==> src/core/rsb_pkg.sv <==
// Package for the result and status register bank of the thermal bus command engine.
// Assumes an APB master with 32-bit data and one engine that pulses once per finished transaction.
package rsb_pkg;

  // ----------------------------------------------------------------
  // Register indices; the byte address is four times the index
  // ----------------------------------------------------------------
  localparam logic [7:0] IDX_NEGOTIATION_COUNT_LOW = 8'h22;
  localparam logic [7:0] IDX_NEGOTIATION_COUNT_HIGH = 8'h23;
  localparam logic [7:0] IDX_AGENT_ALERT_FLAGS = 8'h24;
  localparam logic [7:0] IDX_TRANSACTION_ERROR_FLAGS = 8'h25;
  localparam logic [7:0] IDX_CAPTURED_WRITE_CHECK = 8'h26;
  localparam logic [7:0] IDX_CAPTURED_READ_CHECK = 8'h27;
  localparam logic [7:0] IDX_CAPTURED_ABORT_CHECK = 8'h28;
  localparam logic [7:0] IDX_COMPUTED_WRITE_CHECK = 8'h29;
  localparam logic [7:0] IDX_RESPONSE_BYTE_ONE = 8'h2a;
  localparam logic [7:0] IDX_RESPONSE_BYTE_TWO = 8'h2b;
  localparam logic [7:0] IDX_RESPONSE_BYTE_THREE = 8'h2c;
  localparam logic [7:0] IDX_EVENT_STATUS = 8'h40;
  localparam logic [7:0] IDX_EVENT_MASK = 8'h41;

  // ----------------------------------------------------------------
  // Field layout, reset values and counts
  // ----------------------------------------------------------------
  localparam logic [7:0] REG_RESET = 8'h00;
  localparam logic [2:0] EVT_RESET = 3'h0;
  localparam logic [2:0] HIST_RESET = 3'h0;
  localparam int HIST_DEPTH = 3;
  localparam int EVT_DONE_BIT = 0;
  localparam int EVT_ERROR_BIT = 1;
  localparam int EVT_ALERT_BIT = 2;

  // Six transaction flags, bit 5 down to bit 0
  typedef struct packed {
    logic warning;
    logic completion_code_fail_flag;
    logic zero_write_check_flag;
    logic abort_write_check_flag;
    logic bad_read_check_flag;
    logic bad_write_check_flag;
  } rsb_flags_s;

  // Everything the engine hands over when a transaction completes
  typedef struct packed {
    logic agent;
    logic [11:0] timing_negotiation;
    rsb_flags_s flags;
    logic [7:0] captured_write_check;
    logic [7:0] captured_read_check;
    logic [7:0] captured_abort_check;
    logic [7:0] computed_write_check;
    logic [7:0] response_byte_one;
    logic [7:0] response_byte_two;
    logic [7:0] response_byte_three;
  } rsb_result_s;

  // APB request as seen by the slave
  typedef struct packed {
    logic psel;
    logic penable;
    logic pwrite;
    logic [11:0] paddr;
    logic [31:0] pwdata;
  } rsb_apb_req_s;

endpackage : rsb_pkg

==> src/core/rsb_result_status_regs.sv <==
// Read-only result and status register bank with an APB slave and a masked event interrupt.
// Assumes the command engine presents a full result and a one-cycle done pulse per transaction.
`timescale 1ns/1ps
`default_nettype none

module rsb_result_status_regs (
  input wire logic clock,
  input wire logic rst,
  input wire logic psel,
  input wire logic penable,
  input wire logic pwrite,
  input wire logic [11:0] paddr,
  input wire logic [31:0] pwdata,
  output logic [31:0] prdata,
  output logic pready,
  output logic pslverr,
  input wire logic result_done,
  input wire rsb_pkg::rsb_result_s result,
  output logic irq
);

  // ----------------------------------------------------------------
  // Storage
  // ----------------------------------------------------------------
  logic [7:0] negotiation_count_low;
  logic [7:0] negotiation_count_high;
  logic [7:0] agent_alert_flags;
  logic [7:0] transaction_error_flags;
  logic [7:0] captured_write_check;
  logic [7:0] captured_read_check;
  logic [7:0] captured_abort_check;
  logic [7:0] computed_write_check;
  logic [7:0] response_byte_one;
  logic [7:0] response_byte_two;
  logic [7:0] response_byte_three;
  logic [2:0] check_history [2];
  logic [2:0] event_status;
  logic [2:0] event_mask;
  rsb_pkg::rsb_apb_req_s req;
  logic bad_check;
  logic [1:0] next_alert;
  logic [2:0] event_set;
  logic [7:0] access_index;
  logic access_mapped;
  logic setup_phase;
  logic write_commit;
  logic [1:0] clean_run [2];

  // Word index from a byte address, or an out-of-range marker when misaligned or when address bit 10 or 11 is set
  function automatic logic [7:0] word_index(input logic [11:0] addr);
    word_index = (addr[1:0] == 2'h0 && addr[11:10] == 2'h0) ? addr[9:2] : 8'hff;
  endfunction : word_index

  // ----------------------------------------------------------------
  // Bus decode
  // ----------------------------------------------------------------
  assign req = '{psel: psel, penable: penable, pwrite: pwrite, paddr: paddr, pwdata: pwdata};
  assign access_index = word_index(req.paddr);
  assign access_mapped = (access_index >= rsb_pkg::IDX_NEGOTIATION_COUNT_LOW &&
                          access_index <= rsb_pkg::IDX_RESPONSE_BYTE_THREE) ||
                         access_index == rsb_pkg::IDX_EVENT_STATUS ||
                         access_index == rsb_pkg::IDX_EVENT_MASK;
  assign setup_phase = req.psel && !req.penable;
  assign write_commit = req.psel && req.penable && pready && req.pwrite;

  // A bad check of either direction counts as an invalid check sequence
  assign bad_check = result.flags.bad_read_check_flag || result.flags.bad_write_check_flag;

  // ----------------------------------------------------------------
  // Captured result registers
  // ----------------------------------------------------------------
  // Only the done pulse loads these; bus writes never reach them
  always_ff @(posedge clock) begin
    if (rst) begin
      negotiation_count_low <= rsb_pkg::REG_RESET;
      negotiation_count_high <= rsb_pkg::REG_RESET;
      transaction_error_flags <= rsb_pkg::REG_RESET;
      captured_write_check <= rsb_pkg::REG_RESET;
      captured_read_check <= rsb_pkg::REG_RESET;
      captured_abort_check <= rsb_pkg::REG_RESET;
      computed_write_check <= rsb_pkg::REG_RESET;
      response_byte_one <= rsb_pkg::REG_RESET;
      response_byte_two <= rsb_pkg::REG_RESET;
      response_byte_three <= rsb_pkg::REG_RESET;
    end else if (result_done) begin
      negotiation_count_low <= result.timing_negotiation[7:0];
      negotiation_count_high <= {4'h0, result.timing_negotiation[11:8]};
      transaction_error_flags <= {2'h0, result.flags};
      captured_write_check <= result.captured_write_check;
      captured_read_check <= result.captured_read_check;
      captured_abort_check <= result.captured_abort_check;
      computed_write_check <= result.computed_write_check;
      response_byte_one <= result.response_byte_one;
      response_byte_two <= result.response_byte_two;
      response_byte_three <= result.response_byte_three;
    end
  end

  // ----------------------------------------------------------------
  // Per-agent check history
  // ----------------------------------------------------------------
  // Three-deep window per agent; the alert drops after three clean transactions
  always_ff @(posedge clock) begin
    if (rst) begin
      check_history[0] <= rsb_pkg::HIST_RESET;
      check_history[1] <= rsb_pkg::HIST_RESET;
    end else if (result_done) begin
      check_history[result.agent] <= {check_history[result.agent][1:0], bad_check};
    end
  end

  // Alert is the OR of the window, held as a flop so it reads stable
  always_comb begin
    next_alert = {|check_history[1], |check_history[0]};
    if (result_done) begin
      next_alert[result.agent] = |{check_history[result.agent][1:0], bad_check};
    end
  end

  always_ff @(posedge clock) begin
    if (rst) begin
      agent_alert_flags <= rsb_pkg::REG_RESET;
    end else begin
      agent_alert_flags <= {6'h00, next_alert};
    end
  end

  // ----------------------------------------------------------------
  // Event status, mask and interrupt
  // ----------------------------------------------------------------
  // Events: done, any flag raised, an alert bit rising
  assign event_set[rsb_pkg::EVT_DONE_BIT] = result_done;
  assign event_set[rsb_pkg::EVT_ERROR_BIT] = result_done && (|result.flags);
  assign event_set[rsb_pkg::EVT_ALERT_BIT] = |(next_alert & ~agent_alert_flags[1:0]);

  // Write-one-to-clear; a new event in the same cycle wins over the clear
  always_ff @(posedge clock) begin
    if (rst) begin
      event_status <= rsb_pkg::EVT_RESET;
    end else if (write_commit && access_index == rsb_pkg::IDX_EVENT_STATUS) begin
      event_status <= (event_status & ~req.pwdata[2:0]) | event_set;
    end else begin
      event_status <= event_status | event_set;
    end
  end

  always_ff @(posedge clock) begin
    if (rst) begin
      event_mask <= rsb_pkg::EVT_RESET;
    end else if (write_commit && access_index == rsb_pkg::IDX_EVENT_MASK) begin
      event_mask <= req.pwdata[2:0];
    end
  end

  // Registered so the output is glitch free; lags status by one cycle
  always_ff @(posedge clock) begin
    if (rst) begin
      irq <= 1'b0;
    end else begin
      irq <= |(event_status & event_mask);
    end
  end

  // ----------------------------------------------------------------
  // APB slave
  // ----------------------------------------------------------------
  // One wait-free access: ready rises for the first access cycle only
  always_ff @(posedge clock) begin
    if (rst) begin
      pready <= 1'b0;
      pslverr <= 1'b0;
    end else begin
      pready <= setup_phase;
      pslverr <= setup_phase && !access_mapped;
    end
  end

  // Read data captured at the setup edge; bank writes fall through silently
  always_ff @(posedge clock) begin
    if (rst) begin
      prdata <= 32'h0000_0000;
    end else if (setup_phase && !req.pwrite) begin
      case (access_index)
        rsb_pkg::IDX_NEGOTIATION_COUNT_LOW: prdata <= {24'h00_0000, negotiation_count_low};
        rsb_pkg::IDX_NEGOTIATION_COUNT_HIGH: prdata <= {24'h00_0000, negotiation_count_high};
        rsb_pkg::IDX_AGENT_ALERT_FLAGS: prdata <= {24'h00_0000, agent_alert_flags};
        rsb_pkg::IDX_TRANSACTION_ERROR_FLAGS: prdata <= {24'h00_0000, transaction_error_flags};
        rsb_pkg::IDX_CAPTURED_WRITE_CHECK: prdata <= {24'h00_0000, captured_write_check};
        rsb_pkg::IDX_CAPTURED_READ_CHECK: prdata <= {24'h00_0000, captured_read_check};
        rsb_pkg::IDX_CAPTURED_ABORT_CHECK: prdata <= {24'h00_0000, captured_abort_check};
        rsb_pkg::IDX_COMPUTED_WRITE_CHECK: prdata <= {24'h00_0000, computed_write_check};
        rsb_pkg::IDX_RESPONSE_BYTE_ONE: prdata <= {24'h00_0000, response_byte_one};
        rsb_pkg::IDX_RESPONSE_BYTE_TWO: prdata <= {24'h00_0000, response_byte_two};
        rsb_pkg::IDX_RESPONSE_BYTE_THREE: prdata <= {24'h00_0000, response_byte_three};
        rsb_pkg::IDX_EVENT_STATUS: prdata <= {29'h0000_0000, event_status};
        rsb_pkg::IDX_EVENT_MASK: prdata <= {29'h0000_0000, event_mask};
        default: prdata <= 32'h0000_0000;
      endcase
    end
  end

  // ----------------------------------------------------------------
  // Assertion helpers
  // ----------------------------------------------------------------
  // Clean transactions per agent since its last bad check, saturating at the window depth.
  // Kept apart from the shift history so the alert assertion does not reuse the logic it checks.
  localparam logic [1:0] CLEAN_FULL = 2'(rsb_pkg::HIST_DEPTH);

  always_ff @(posedge clock) begin
    if (rst) begin
      clean_run[0] <= CLEAN_FULL;
      clean_run[1] <= CLEAN_FULL;
    end else if (result_done) begin
      if (bad_check) begin
        clean_run[result.agent] <= 2'h0;
      end else if (clean_run[result.agent] != CLEAN_FULL) begin
        clean_run[result.agent] <= clean_run[result.agent] + 2'h1;
      end
    end
  end
endmodule : rsb_result_status_regs

`default_nettype wire

==> config.mk <==
export PLATFORM = sky130hd
export DESIGN_NAME = rsb_result_status_regs
export DESIGN_NICKNAME = d
export VERILOG_FILES = /design/src/core/rsb_pkg.sv /design/src/core/rsb_result_status_regs.sv
export SDC_FILE = /design/constraint.sdc
export NUM_CORES = 1
export LEC_CHECK = 0
export BUFFER_PORTS_ARGS = -buffer_cell sky130_fd_sc_hd__buf_2
export CORE_MARGIN = 5
export CORE_UTILIZATION = 35
export CTS_CLUSTER_DIAMETER = 150
export CTS_CLUSTER_SIZE = 24
export DETAILED_ROUTE_END_ITERATION = 8
export GPL_ROUTABILITY_DRIVEN = 0
export GPL_TIMING_DRIVEN = 0
export SYNTH_ARGS = -nofsm -noshare
export SYNTH_HDL_FRONTEND = slang
export SYNTH_SLANG_ARGS = --single-unit
==> constraint.sdc <==
create_clock -name clock -period 2.02 [get_ports clock]
set_clock_uncertainty 0.15 [all_clocks]
set_input_delay 0.101 -clock clock [delete_from_list [all_inputs] [get_ports clock]]
set_output_delay 0.101 -clock clock [all_outputs]
set_load 0.02 [all_outputs]
==> qor.yml <==
status: "completed"
placementRows: 42
post_synth_main_area_contributors: "sky130_fd_sc_hd__dfxtp_1 40%, sky130_fd_sc_hd__mux2i_1 19%, sky130_fd_sc_hd__nor2_1 7.2%, sky130_fd_sc_hd__buf_4 3.9%, sky130_fd_sc_hd__edfxtp_1 3.9%"
floorplan.core_area_um2: 13100
dr.first_iter.drc_count: 242
detailroute.via_count: 4430
netlist-cell-type-count: 53
clock_tree.htree_level_count: 3
die_width_um: 125
first_pass_grt_wire_length_um: 23400
worst-slew-pin-transition_ps: 873
yosysSeqAreaShare_pct: 44.0
yosysWarnings: 0
cellPowerDensity_nw_per_um2: 716
drive_gt1_share_pct: 23.5
timing.hold.worst.class: "in2reg"
post_synth_instance_area_um2: 4640
ir_drop_mv: 0.557
timing.critical_path.slowest_cell_delay_ps: 670
report.final.slew_viol_count: 0
critical_path_required_ps: 2130
cts_tree: "yes"
cts.root.buffer_cell: "sky130_fd_sc_hd__clkbuf_16"
worst_setup_path_end_kind: "flip-flop"
drt_pre_antenna_iters: 5
cts.path.max_buffers: 2
vias_per_cell: 4.98
max-slew-margin-rel_pct: 41.8
crit_path_cell_trace: "buf_2, clkbuf_1, nor4b_2, a222oi_1, o311ai_0, a221oi_1, a211oi_1"
timing_hold_violations_final: 0
tns_ps: 0
finalHoldWorstSlack_ps: 7.33
count_of_state_elements_after_synthesis: 99
grt_start_max_net_pins: 16
post_drt_wl_per_cell_um: 16.5
drc: 0
nets: 834
final_period_minus_worst_setup_slack_ps: 1900
path_class: "in2reg"
global_route.usage.total_pct: 18.8
critical_path_arrival_ps: 2010
clkSinkCount: 99
maxClockFrequency_mhz: 526
synth.top_cells.by_count: "93 x sky130_fd_sc_hd__dfxtp_1, 89 x sky130_fd_sc_hd__nor2_1, 88 x sky130_fd_sc_hd__mux2i_1"
numCtsBuffers: 9
path_clk_slew_ps: 60
layout.cell_area.non_filler_um2: 6640
critical_path_top_delay_cell: "sky130_fd_sc_hd__nor4b_2"
yosysTopAreaCell: "sky130_fd_sc_hd__dfxtp_1"
worstSetupStartpointType: "input port"
critical_path.top_delay_family: "compound AO/OA/AOI/OAI gates"
first_global_vias: 4482
fin_crit_sh_pct: 94.1
synth_most_common_cell: "sky130_fd_sc_hd__dfxtp_1"
place_area_um2: 5480
postSynth.topFlopCell: "sky130_fd_sc_hd__dfxtp_1"
leakagePower_nw: 3.00
worst-path-max-fanout: 10
place.detailed.hpwl_um: 11000
final.fill_count: 1233
setup_viol_count_final: 0
worst_skew_pair.late_latency_ps: 350
io-pin-count: 160
rsz0062_at_grt: "yes"
post_synth_inst_count: 491
synth.top_cell.area_share_pct: 40.1
synth.avg_cell_area_um2: 9.45
die_height_um: 125
detail-route-antenna-nets: 0
ys_async_sr_fraction_pct: 0
wirelength_um: 14700
floorplan.initialDensity_pct: 35.3
maxCapViolations: 0
portBuffers: 105
critPathBufInv: 2
synth_edf_count: 6
initial_antenna_violation_count: 0
fp.dieArea_um2: 15700
grt_overflow: 0
syn2layout_area_growth_pct: 43.0
diodes: 0
-- tightest hold or removal path, stage by stage --
cell and delay (ps):
sky130_fd_sc_hd__buf_2 120, sky130_fd_sc_hd__nor3_4 70, sky130_fd_sc_hd__nand4_1 100, sky130_fd_sc_hd__a211oi_1 60
-- logic make-up (layout without fill, tap and decap cells) --
| logic type | after synthesis | count (layout) | share of synthesized area (%) |
|---|---|---|---|
| muxes | 96 | 96 | 20.9 |
| buffers and inverters | 61 | 261 | 7.12 |
| and+or+nand+nor | 163 | 163 | 16.9 |
| AOI/OAI and AO/OA | 71 | 71 | 11.0 |
| other | 1 | 24 | 0.0808 |
| DFF | 99 | 99 | 44.0 |
-- state kept, by name, summed over array words and instances, names as in the netlist --
register,count
prdata,8
response_byte_two,8
pready,1
negotiation_count_high,4
response_byte_three,8
captured_read_check,8
irq,1
transaction_error_flags,6
negotiation_count_low,8
check_history,6
response_byte_one,8
event_status,3
event_mask,3
agent_alert_flags,2
captured_abort_check,8
computed_write_check,8
captured_write_check,8
pslverr,1
-- cells in the final DEF (no fill, tap or decap), types with 4 or more instances in the layout --
cell type / instances
sky130_fd_sc_hd__clkbuf_1: 25
sky130_fd_sc_hd__a22o_1: 5
sky130_fd_sc_hd__a211oi_1: 6
sky130_fd_sc_hd__conb_1: 24
sky130_fd_sc_hd__a21oi_1: 10
sky130_fd_sc_hd__nand4_1: 6
sky130_fd_sc_hd__nor4_1: 4
sky130_fd_sc_hd__mux2i_1: 88
sky130_fd_sc_hd__mux2_2: 8
sky130_fd_sc_hd__nor2b_1: 8
sky130_fd_sc_hd__edfxtp_1: 6
sky130_fd_sc_hd__dfxtp_1: 93
sky130_fd_sc_hd__inv_1: 4
sky130_fd_sc_hd__o21ai_0: 11
sky130_fd_sc_hd__dlygate4sd3_1: 80
sky130_fd_sc_hd__buf_2: 107
sky130_fd_sc_hd__nor3_1: 6
sky130_fd_sc_hd__nor3b_1: 4
sky130_fd_sc_hd__nor2_1: 89
sky130_fd_sc_hd__nand2_1: 18
sky130_fd_sc_hd__a22oi_1: 10
sky130_fd_sc_hd__nand3_1: 5
sky130_fd_sc_hd__clkbuf_16: 9
sky130_fd_sc_hd__buf_4: 25
-- report_power, final --
part	switching, W	internal, W
combinational	0.000356	0.000365
clock	0.000730	0.00116
sequential	0.0000667	0.00208
-- final cells by class --
class / instances / area [um2] / area share (%)
clock inverters: 3 / 68.8 / 1.04
multi-input cells: 354 / 2390 / 35.9
flip-flops and latches: 99 / 2040 / 30.8
plain buffers: 56 / 322 / 4.84
well taps: 176 / 220 / 3.32
repair buffers: 185 / 1330 / 20.0
clock buffers: 13 / 260 / 3.92
inverters: 4 / 15.0 / 0.226
-- routing by layer --
| layer | track usage (%) | vias up | part of all wire (%) |
|---|---|---|---|
| li1 | - | 2156 | - |
| met5 | 0 | - | 0 |
| met1 | 22.9 | 2081 | 43 |
| met4 | 8.16 | 0 | 3.1 |
| met3 | 4.09 | 28 | 5.7 |
| met2 | 32.1 | 165 | 49 |
-- per-stage QoR --
step           cells  setup WS [ps]  utilization, %  power (W)
2_1_floorplan    514           31.7               -    0.00255
3_3_place_gp     795           -658            41.7    0.00276
3_5_place_dp     795           -682            41.7    0.00278
4_1_cts          891          0.210            50.4    0.00477
5_1_grt          890          -20.2            50.5    0.00494
6_report         890            120            50.5    0.00475
-- worst paths after layout --
| check | from | slack [ps] | cells after the start | to |
|---|---|---|---|---|
| min | paddr[11] | 7 | 4 | prdata[2] |
| max | paddr[3] | 120 | 7 | prdata[2] |
| max reg2reg | negotiation_count_high[2] | 200 | 5 | prdata[2] |
| min reg2reg | prdata[6] | 310 | 2 | prdata[6] |
-- repair_timing --
action / CTS / global route
hold endpoints to repair: 85 / 0
buffers inserted: 0 / 0
hold buffers: 80 / 0
gates resized for setup: 4 / 11
endpoints found under the setup margin: 8 / 9
No activity file was read; power rests on OpenSTA's default activity.
